===== config.mk =====
export PLATFORM = sky130hd
export DESIGN_NAME = periodic_tick_divider
export DESIGN_NICKNAME = d
export VERILOG_FILES = /design/src/hdl/tick_pkg.sv /design/src/hdl/tick_prescale_table.sv /design/src/hdl/periodic_tick_divider.sv
export VERILOG_INCLUDE_DIRS = /design/src /design/src/hdl
export SDC_FILE = /design/constraint.sdc
export NUM_CORES = 1
export LEC_CHECK = 0
export ABC_AREA = 1
export BUFFER_PORTS_ARGS = -buffer_cell sky130_fd_sc_hd__buf_2
export CAP_MARGIN = 10
export CORE_AREA = 2 2 122 124
export DETAILED_ROUTE_END_ITERATION = 7
export DIE_AREA = 0 0 124 126
export SETUP_SLACK_MARGIN = 0.05
export SYNTH_ARGS = -nofsm -noshare
export SYNTH_HDL_FRONTEND = slang
export SYNTH_SLANG_ARGS = --single-unit

===== constraint.sdc =====
create_clock -name clock -period 1.98 [get_ports clock]
set_input_delay 0.297 -clock clock [delete_from_list [all_inputs] [get_ports clock]]
set_output_delay 0.297 -clock clock [all_outputs]
set_load 0.01 [all_outputs]

===== src/hdl/tick_map.svh =====
// Register offsets, field positions, reset values and prescale constants of the tick divider
`ifndef TICK_MAP_SVH
`define TICK_MAP_SVH

// Register offsets
`define TICK_CTRL_OFFSET 8'h07
`define TICK_STATUS_OFFSET 8'h10
`define TICK_CLEAR_OFFSET 8'h11
`define TICK_ENABLE_OFFSET 8'h12
`define TICK_STATE_OFFSET 8'h13

// Control register fields
`define TICK_DEC_BIT 7
`define TICK_RATE_MSB 6
`define TICK_RATE_LSB 4
`define TICK_MOD_MSB 3
`define TICK_MOD_LSB 0

// Reset values
`define TICK_CTRL_RESET 8'h00
`define TICK_IRQ_RESET 1'h0

// Binary prescale: factor is one shifted left by code plus this base
`define TICK_BIN_SHIFT_BASE 5'h09
`define TICK_BIN_OFF_CODE 3'h0

// Decimal prescale factors
`define TICK_DEC_F0 18'h003E8
`define TICK_DEC_F1 18'h007D0
`define TICK_DEC_F2 18'h01388
`define TICK_DEC_F3 18'h02710
`define TICK_DEC_F4 18'h04E20
`define TICK_DEC_F5 18'h0C350
`define TICK_DEC_F6 18'h186A0
`define TICK_DEC_F7 18'h30D40

`endif


===== src/hdl/tick_pkg.sv =====
// Types shared by the tick divider modules
package tick_pkg;

   // Prescale factor width, large enough for the biggest decimal factor
   typedef logic [17:0] prescale_t;

   // Divider operating state, one-hot
   typedef enum logic [2:0] {
      TICK_OFF = 3'b001,
      TICK_COUNTING = 3'b010,
      TICK_FROZEN = 3'b100
   } tick_state_t;

endpackage : tick_pkg


===== src/hdl/tick_prescale_table.sv =====
// Prescale factor lookup with a registered output
`timescale 1ns/1ns
`include "tick_map.svh"

module tick_prescale_table
   import tick_pkg::*;
(
   // Clock and reset
   input wire logic clock,
   input wire logic reset_n,
   // Selection
   input wire logic decimal_prescale_select,
   input wire logic [2:0] prescale_rate_field,
   // Factor, zero means off
   output prescale_t factor_reg
);

   // Combinational factor
   prescale_t factor_next;

   // Factor decode for both families
   always_comb begin
      if (decimal_prescale_select) begin
         case (prescale_rate_field)
            3'h0: factor_next = `TICK_DEC_F0;
            3'h1: factor_next = `TICK_DEC_F1;
            3'h2: factor_next = `TICK_DEC_F2;
            3'h3: factor_next = `TICK_DEC_F3;
            3'h4: factor_next = `TICK_DEC_F4;
            3'h5: factor_next = `TICK_DEC_F5;
            3'h6: factor_next = `TICK_DEC_F6;
            default: factor_next = `TICK_DEC_F7;
         endcase
      end else if (prescale_rate_field == `TICK_BIN_OFF_CODE) begin
         // Binary code zero means the generator is off
         factor_next = 18'h00000;
      end else begin
         // Power of two from code plus base
         factor_next = 18'h00001 << (5'({2'h0, prescale_rate_field}) + `TICK_BIN_SHIFT_BASE);
      end
   end

   // Registered factor
   always_ff @(posedge clock or negedge reset_n) begin
      if (!reset_n) begin
         factor_reg <= 18'h00000;
      end else begin
         factor_reg <= factor_next;
      end
   end

endmodule : tick_prescale_table


===== src/hdl/periodic_tick_divider.sv =====
// Periodic tick divider with control register and interrupt logic
`timescale 1ns/1ns
`include "tick_map.svh"

module periodic_tick_divider
   import tick_pkg::*;
(
   // Oscillator clock and reset
   input wire logic clock,
   input wire logic reset_n,
   // Register port
   input wire logic [7:0] reg_addr,
   input wire logic [7:0] reg_wdata,
   input wire logic reg_write,
   input wire logic reg_read,
   output logic [7:0] reg_rdata,
   // Side controls from other registers
   input wire logic pseudo_stop_active,
   input wire logic pseudo_stop_run_enable,
   input wire logic debug_active,
   input wire logic debug_halt_counters,
   // Event outputs
   output logic periodic_tick,
   output logic irq
);

   // Address match helper
   function automatic logic addr_is(input logic [7:0] addr, input logic [7:0] offset);
      addr_is = (addr == offset);
   endfunction : addr_is

   // Control register and its next value
   logic [7:0] tick_period_control_reg;
   logic [7:0] ctrl_next;
   // Interrupt status and enable
   logic status_reg;
   logic irq_enable_reg;
   // Counter chain
   prescale_t prescale_count_reg;
   logic [3:0] modulus_count_reg;
   // Factor from lookup, zero is off
   prescale_t factor;
   // Strobes
   logic ctrl_write;
   logic clear_write;
   // Terminal counts and run condition
   logic prescale_wrap;
   logic modulus_wrap;
   logic hold_request;
   tick_state_t state_reg;
   tick_state_t state_next;
   // Register output buffers
   logic tick_reg;
   logic irq_reg;
   logic [7:0] rdata_reg;

   assign ctrl_write = reg_write && addr_is(reg_addr, `TICK_CTRL_OFFSET);
   assign clear_write = reg_write && addr_is(reg_addr, `TICK_CLEAR_OFFSET);

   // new value takes effect
   // Lookup sees the new value in the write cycle
   assign ctrl_next = ctrl_write ? reg_wdata : tick_period_control_reg;

   // control reset value
   // Control register, any write accepted
   always_ff @(posedge clock or negedge reset_n) begin
      if (!reset_n) begin
         tick_period_control_reg <= `TICK_CTRL_RESET;
      end else begin
         tick_period_control_reg <= ctrl_next;
      end
   end

   tick_prescale_table u_table (
      .clock(clock),
      .reset_n(reset_n),
      .decimal_prescale_select(ctrl_next[`TICK_DEC_BIT]),
      .prescale_rate_field(ctrl_next[`TICK_RATE_MSB:`TICK_RATE_LSB]),
      .factor_reg(factor)
   );

   // debug halt
   // Freeze request from side controls
   assign hold_request = (pseudo_stop_active && !pseudo_stop_run_enable)
                       || (debug_active && debug_halt_counters);

   // Divider state decode
   always_comb begin
      if (factor == 18'h00000) begin
         // Generator off
         state_next = TICK_OFF;
      end else if (hold_request) begin
         // Frozen without reinit
         state_next = TICK_FROZEN;
      end else begin
         state_next = TICK_COUNTING;
      end
   end

   // State register, used only for readback
   always_ff @(posedge clock or negedge reset_n) begin
      if (!reset_n) begin
         state_reg <= TICK_OFF;
      end else begin
         state_reg <= state_next;
      end
   end

   assign prescale_wrap = (prescale_count_reg == factor - 18'h00001);
   assign modulus_wrap = (modulus_count_reg == tick_period_control_reg[`TICK_MOD_MSB:`TICK_MOD_LSB]);

   // counts on oscillator clock
   // Prescale counter
   always_ff @(posedge clock or negedge reset_n) begin
      if (!reset_n) begin
         prescale_count_reg <= 18'h00000;
      end else begin
         if (ctrl_write) begin
            prescale_count_reg <= 18'h00000;
         end else begin
            case (state_next)
               TICK_COUNTING: begin
                  // Wrap at factor minus one
                  if (prescale_wrap) begin
                     prescale_count_reg <= 18'h00000;
                  end else begin
                     prescale_count_reg <= prescale_count_reg + 18'h00001;
                  end
               end
               TICK_OFF: begin
                  // Held clear while off
                  prescale_count_reg <= 18'h00000;
               end
               TICK_FROZEN: begin
                  // Keep value
                  prescale_count_reg <= prescale_count_reg;
               end
               default: begin
                  prescale_count_reg <= 18'h00000;
               end
            endcase
         end
      end
   end

   // modulus stage
   // Modulus counter advanced on prescale wrap
   always_ff @(posedge clock or negedge reset_n) begin
      if (!reset_n) begin
         modulus_count_reg <= 4'h0;
      end else begin
         if (ctrl_write || state_next == TICK_OFF) begin
            modulus_count_reg <= 4'h0;
         end else if (state_next == TICK_COUNTING && prescale_wrap) begin
            // Wrap when it reaches the modulus field
            if (modulus_wrap) begin
               modulus_count_reg <= 4'h0;
            end else begin
               modulus_count_reg <= modulus_count_reg + 4'h1;
            end
         end
      end
   end

   // tick at terminal count
   // One-cycle tick pulse
   always_ff @(posedge clock or negedge reset_n) begin
      if (!reset_n) begin
         tick_reg <= 1'h0;
      end else begin
         tick_reg <= !ctrl_write && state_next == TICK_COUNTING && prescale_wrap && modulus_wrap;
      end
   end

   // Sticky status, set wins over clear
   always_ff @(posedge clock or negedge reset_n) begin
      if (!reset_n) begin
         status_reg <= 1'h0;
      end else if (tick_reg) begin
         // Tick event sets
         status_reg <= 1'h1;
      end else if (clear_write && reg_wdata[0]) begin
         // Write one clears
         status_reg <= 1'h0;
      end
   end

   // Interrupt enable register
   always_ff @(posedge clock or negedge reset_n) begin
      if (!reset_n) begin
         irq_enable_reg <= 1'h0;
      end else if (reg_write && addr_is(reg_addr, `TICK_ENABLE_OFFSET)) begin
         irq_enable_reg <= reg_wdata[0];
      end
   end

   // Level interrupt from enabled status
   always_ff @(posedge clock or negedge reset_n) begin
      if (!reset_n) begin
         irq_reg <= `TICK_IRQ_RESET;
      end else begin
         irq_reg <= status_reg && irq_enable_reg;
      end
   end

   // Read data, one cycle after the strobe, zero elsewhere
   always_ff @(posedge clock or negedge reset_n) begin
      if (!reset_n) begin
         rdata_reg <= 8'h00;
      end else if (reg_read) begin
         case (reg_addr)
            `TICK_CTRL_OFFSET: rdata_reg <= tick_period_control_reg;
            `TICK_STATUS_OFFSET: rdata_reg <= {7'h00, status_reg};
            `TICK_ENABLE_OFFSET: rdata_reg <= {7'h00, irq_enable_reg};
            `TICK_STATE_OFFSET: rdata_reg <= {5'h00, state_reg};
            // Clear register and unmapped read zero
            default: rdata_reg <= 8'h00;
         endcase
      end else begin
         rdata_reg <= 8'h00;
      end
   end

   // Outputs straight from flops
   assign reg_rdata = rdata_reg;
   assign periodic_tick = tick_reg;
   assign irq = irq_reg;

endmodule : periodic_tick_divider


==> impl_metrics.ini <==
[die]
start_util_pct = 29.20
dieArea_um2 = 15620
num_rows = 44
die_h_um = 126
core_area_um2 = 14310
ios = 34
die_x_um = 124

[sta]
worst_clock_skew_ns = 0.006840
fin_crit_ns = 2.024
worstMarginPinSlew_ns = 0.4961
rsz0062_at_grt = true
fin_tns_setup_ns = -0.2267
relSlewSlack_pct = 66.71
period_share_pct = 102.2
finalSetupViolCount = 11
hold_slack_ns = 0.1787
max_freq_ghz = 0.4941
slew_violations = 0
finalHoldViolCount = 0
setup_ws_ns = -0.04372

[global_route]
antenna_found_initial = 0
overflow = 0
grt_max_degree = 64
first_global_vias = 3877
grt_pass1_wl_um = 18890
grt_usage_pct = 15.48

[critical_path]
crit_fanout = 4
timing.rr.end = modulus_count_reg[2]
path_delay_family = simple AND/OR/NAND/NOR gates
slowest_stage = dfrtp_1
critPathRequiredTime_ns = 2.21
r2r-start = u_table.factor_reg[0]
crit_start = u_table.factor_reg[0]
slowest_delay_ns = 0.43
crit_arrival_ns = 2.25
ff2ff_path_depth = 12
worstSetupPathType = flip-flop to flip-flop
crit_path_start_kind = flip-flop
reg2reg_slack_ns = -0.04
cp_cell_sequence = inv_2 > ha_4 > xnor2_2 > nor2_2 > nand2_1 > nor2_2 > nand3_2 > nor2_4 > buf_6 > nand4_1 > nand3_1 > nand2_1
cp_num_buf_inv = 2
endpoint_kind = flip-flop

[placed_design]
gp_congestion = 0.8645
dp_hpwl_um = 8693
portBuffers = 33

[hold_path]
worstHoldPathCells = 3
hp-start = reg_wdata[1]
hp-class = input pin to flip-flop
hold_path_end = tick_period_control_reg[1]

[synthesis]
yosysUniqueCellTypes = 44
synth_xor_area_share_pct = 5.657
yosys.area.top_type_share_pct = 37.11
synthMuxAreaShare_pct = 0.2694
async_flop_share_pct = 100.0
synth_seq_cells = 63
synth_top_family_by_area = simple AND/OR/NAND/NOR gates
yosysWarnings = 0
yosys.area_share.simple_pct = 36.01
avgSynthCellArea_um2 = 7.061
yosys.area.top_type = dfrtp_1
synth_area_um2 = 4180
synth-main-ff-cell = dfrtp_1
synth_edf_count = 0
synth_seq_area_share_pct = 37.74
synth_compound_area_share_pct = 8.530
synthTopCellsByArea = dfrtp_1 37%, nand2_1 15%, inv_1 6.7%
synthAdderAreaFrac_pct = 2.394
syn_inst = 592

[cells_and_area]
finalNetCount = 739
drive_gt1_share_pct = 27.99
antennaDiodeCount = 0
syn2layout_area_growth_pct = 33.34

[route]
drt_iter0_markers = 245
routed_wl_um = 11090
drc = 0
routedWlPerCell_um = 12.39
ant_nets = 0
routed_via_density = 4.577
vias = 4096
firstDrtPassIters = 5

[clock_tree]
cts_tree = yes
clockBufferDepth = 2
clockRootBuffer = clkbuf_16
clkLatencyLatePin_ns = 0.34
clkSinkCount = 63
clk_pin_slew_ns = 0.05
htree_levels = 3
cts_buffers = 9

[power_and_ir_drop]
irDropWorstVdd_v = 0.0003189
powerDensity_nw_per_um2 = 738.8
leakagePower_nw = 2.849

[flow_run]
maxCapViolCount = 0

[run_status]
status = complete, but fails checks
violations = negative setup slack
-- routing by layer --
layer / track usage (%) / part of all wire, %
met3: 2.672 / 3.8
met5: 0 / 0
met1: 21.88 / 48
met2: 23.69 / 46
met4: 5.618 / 2.5
-- report_power, final --
group	switching [W]	leakage, nW	total, W	internal [W]
clock network	0.000557	0.140	0.00149	0.000936
registers	0.000142	0.796	0.00154	0.00140
logic	0.000600	1.91	0.00109	0.000487
-- worst register-to-register path, stage by stage (launching register included) --
cell,delay (ns)
dfrtp_1,0.43
inv_2,0.11
ha_4,0.21
xnor2_2,0.13
nor2_2,0.12
nand2_1,0.08
nor2_2,0.12
nand3_2,0.09
nor2_4,0.16
buf_6,0.11
nand4_1,0.17
nand3_1,0.13
nand2_1,0.05
-- repair_timing --
action / in CTS / in global routing
buffers inserted: 1 / 5
hold endpoints to repair: 46 / 0
gates resized for setup: 8 / 32
hold buffers: 1 / 0
pin swaps: 15 / 21
setup endpoints to repair: 23 / 27
-- through the flow --
stage | total power [W] | instance area [µm²] | utilization [%] | setup WS (ns) | instances
after CTS | 0.004091 | 5454 | 38.10 | -0.05524 | 890
after detailed placement | 0.002560 | 5114 | 35.73 | -0.1735 | 873
after global routing | 0.004373 | 5574 | 38.94 | -0.1990 | 895
after global placement | 0.002557 | 5114 | 35.73 | -0.1648 | 873
after floorplan | 0.002154 | 4187 | - | 0.05027 | 593
final | 0.004118 | 5574 | 38.94 | -0.04372 | 895
-- cell usage in the layout, fill, tap and decap left out, types with 5 or more instances in the layout --
cell type    n
buf_4       73
o22ai_1      5
nor2_1      57
ha_1         6
nand3_1     42
nand2_2     14
nor3_1       6
o21ai_0     15
dfrtp_1     60
nor2_2      15
xnor2_1     15
nand4_1     17
buf_2       33
inv_1       72
inv_2       14
a21oi_1     13
clkbuf_16    9
nor2_4       8
nand2_1    154
o21ai_1     15
xor2_1      11
-- cells by family (layout without fill, tap and decap cells) --
kind of cell / count (synthesis) / after routing
multiplexers: 1 / 1
AND/OR/NAND/NOR: 335 / 335
other: 1 / 2
AO/OA/AOI/OAI: 60 / 60
XOR/XNOR: 27 / 27
flip-flops: 63 / 63
adder cells (fa/ha/maj): 8 / 8
buffers and inverters: 97 / 215
-- worst max path at each step --
stage,endpoint,depth (start not counted)
global route,modulus_count_reg[2],12
detailed placement,prescale_count_reg[9],14
global placement,prescale_count_reg[9],14
finish,modulus_count_reg[2],12
floorplan,prescale_count_reg[14],14
CTS,modulus_count_reg[0],12
-- final cells by class --
type,instances,area [µm²]
fill,1460,8740
inverter,88,332.8
clock buffer,12,266.5
clock inverter,3,17.52
timing repair buffer,112,814.5
multi-input combinational,433,2332
sequential,63,1580
tap,184,230.2
-- Yosys cell counts, types with 11 or more instances --
cell,number
xor2_1,11
nand4_1,17
nand3_1,46
nand2_1,163
o21ai_1,12
inv_1,75
o21ai_0,18
a21oi_1,13
dfrtp_1,62
nor2_1,67
xnor2_1,16
inv_2,12
Note: power is estimated with default switching activity, not from simulation.
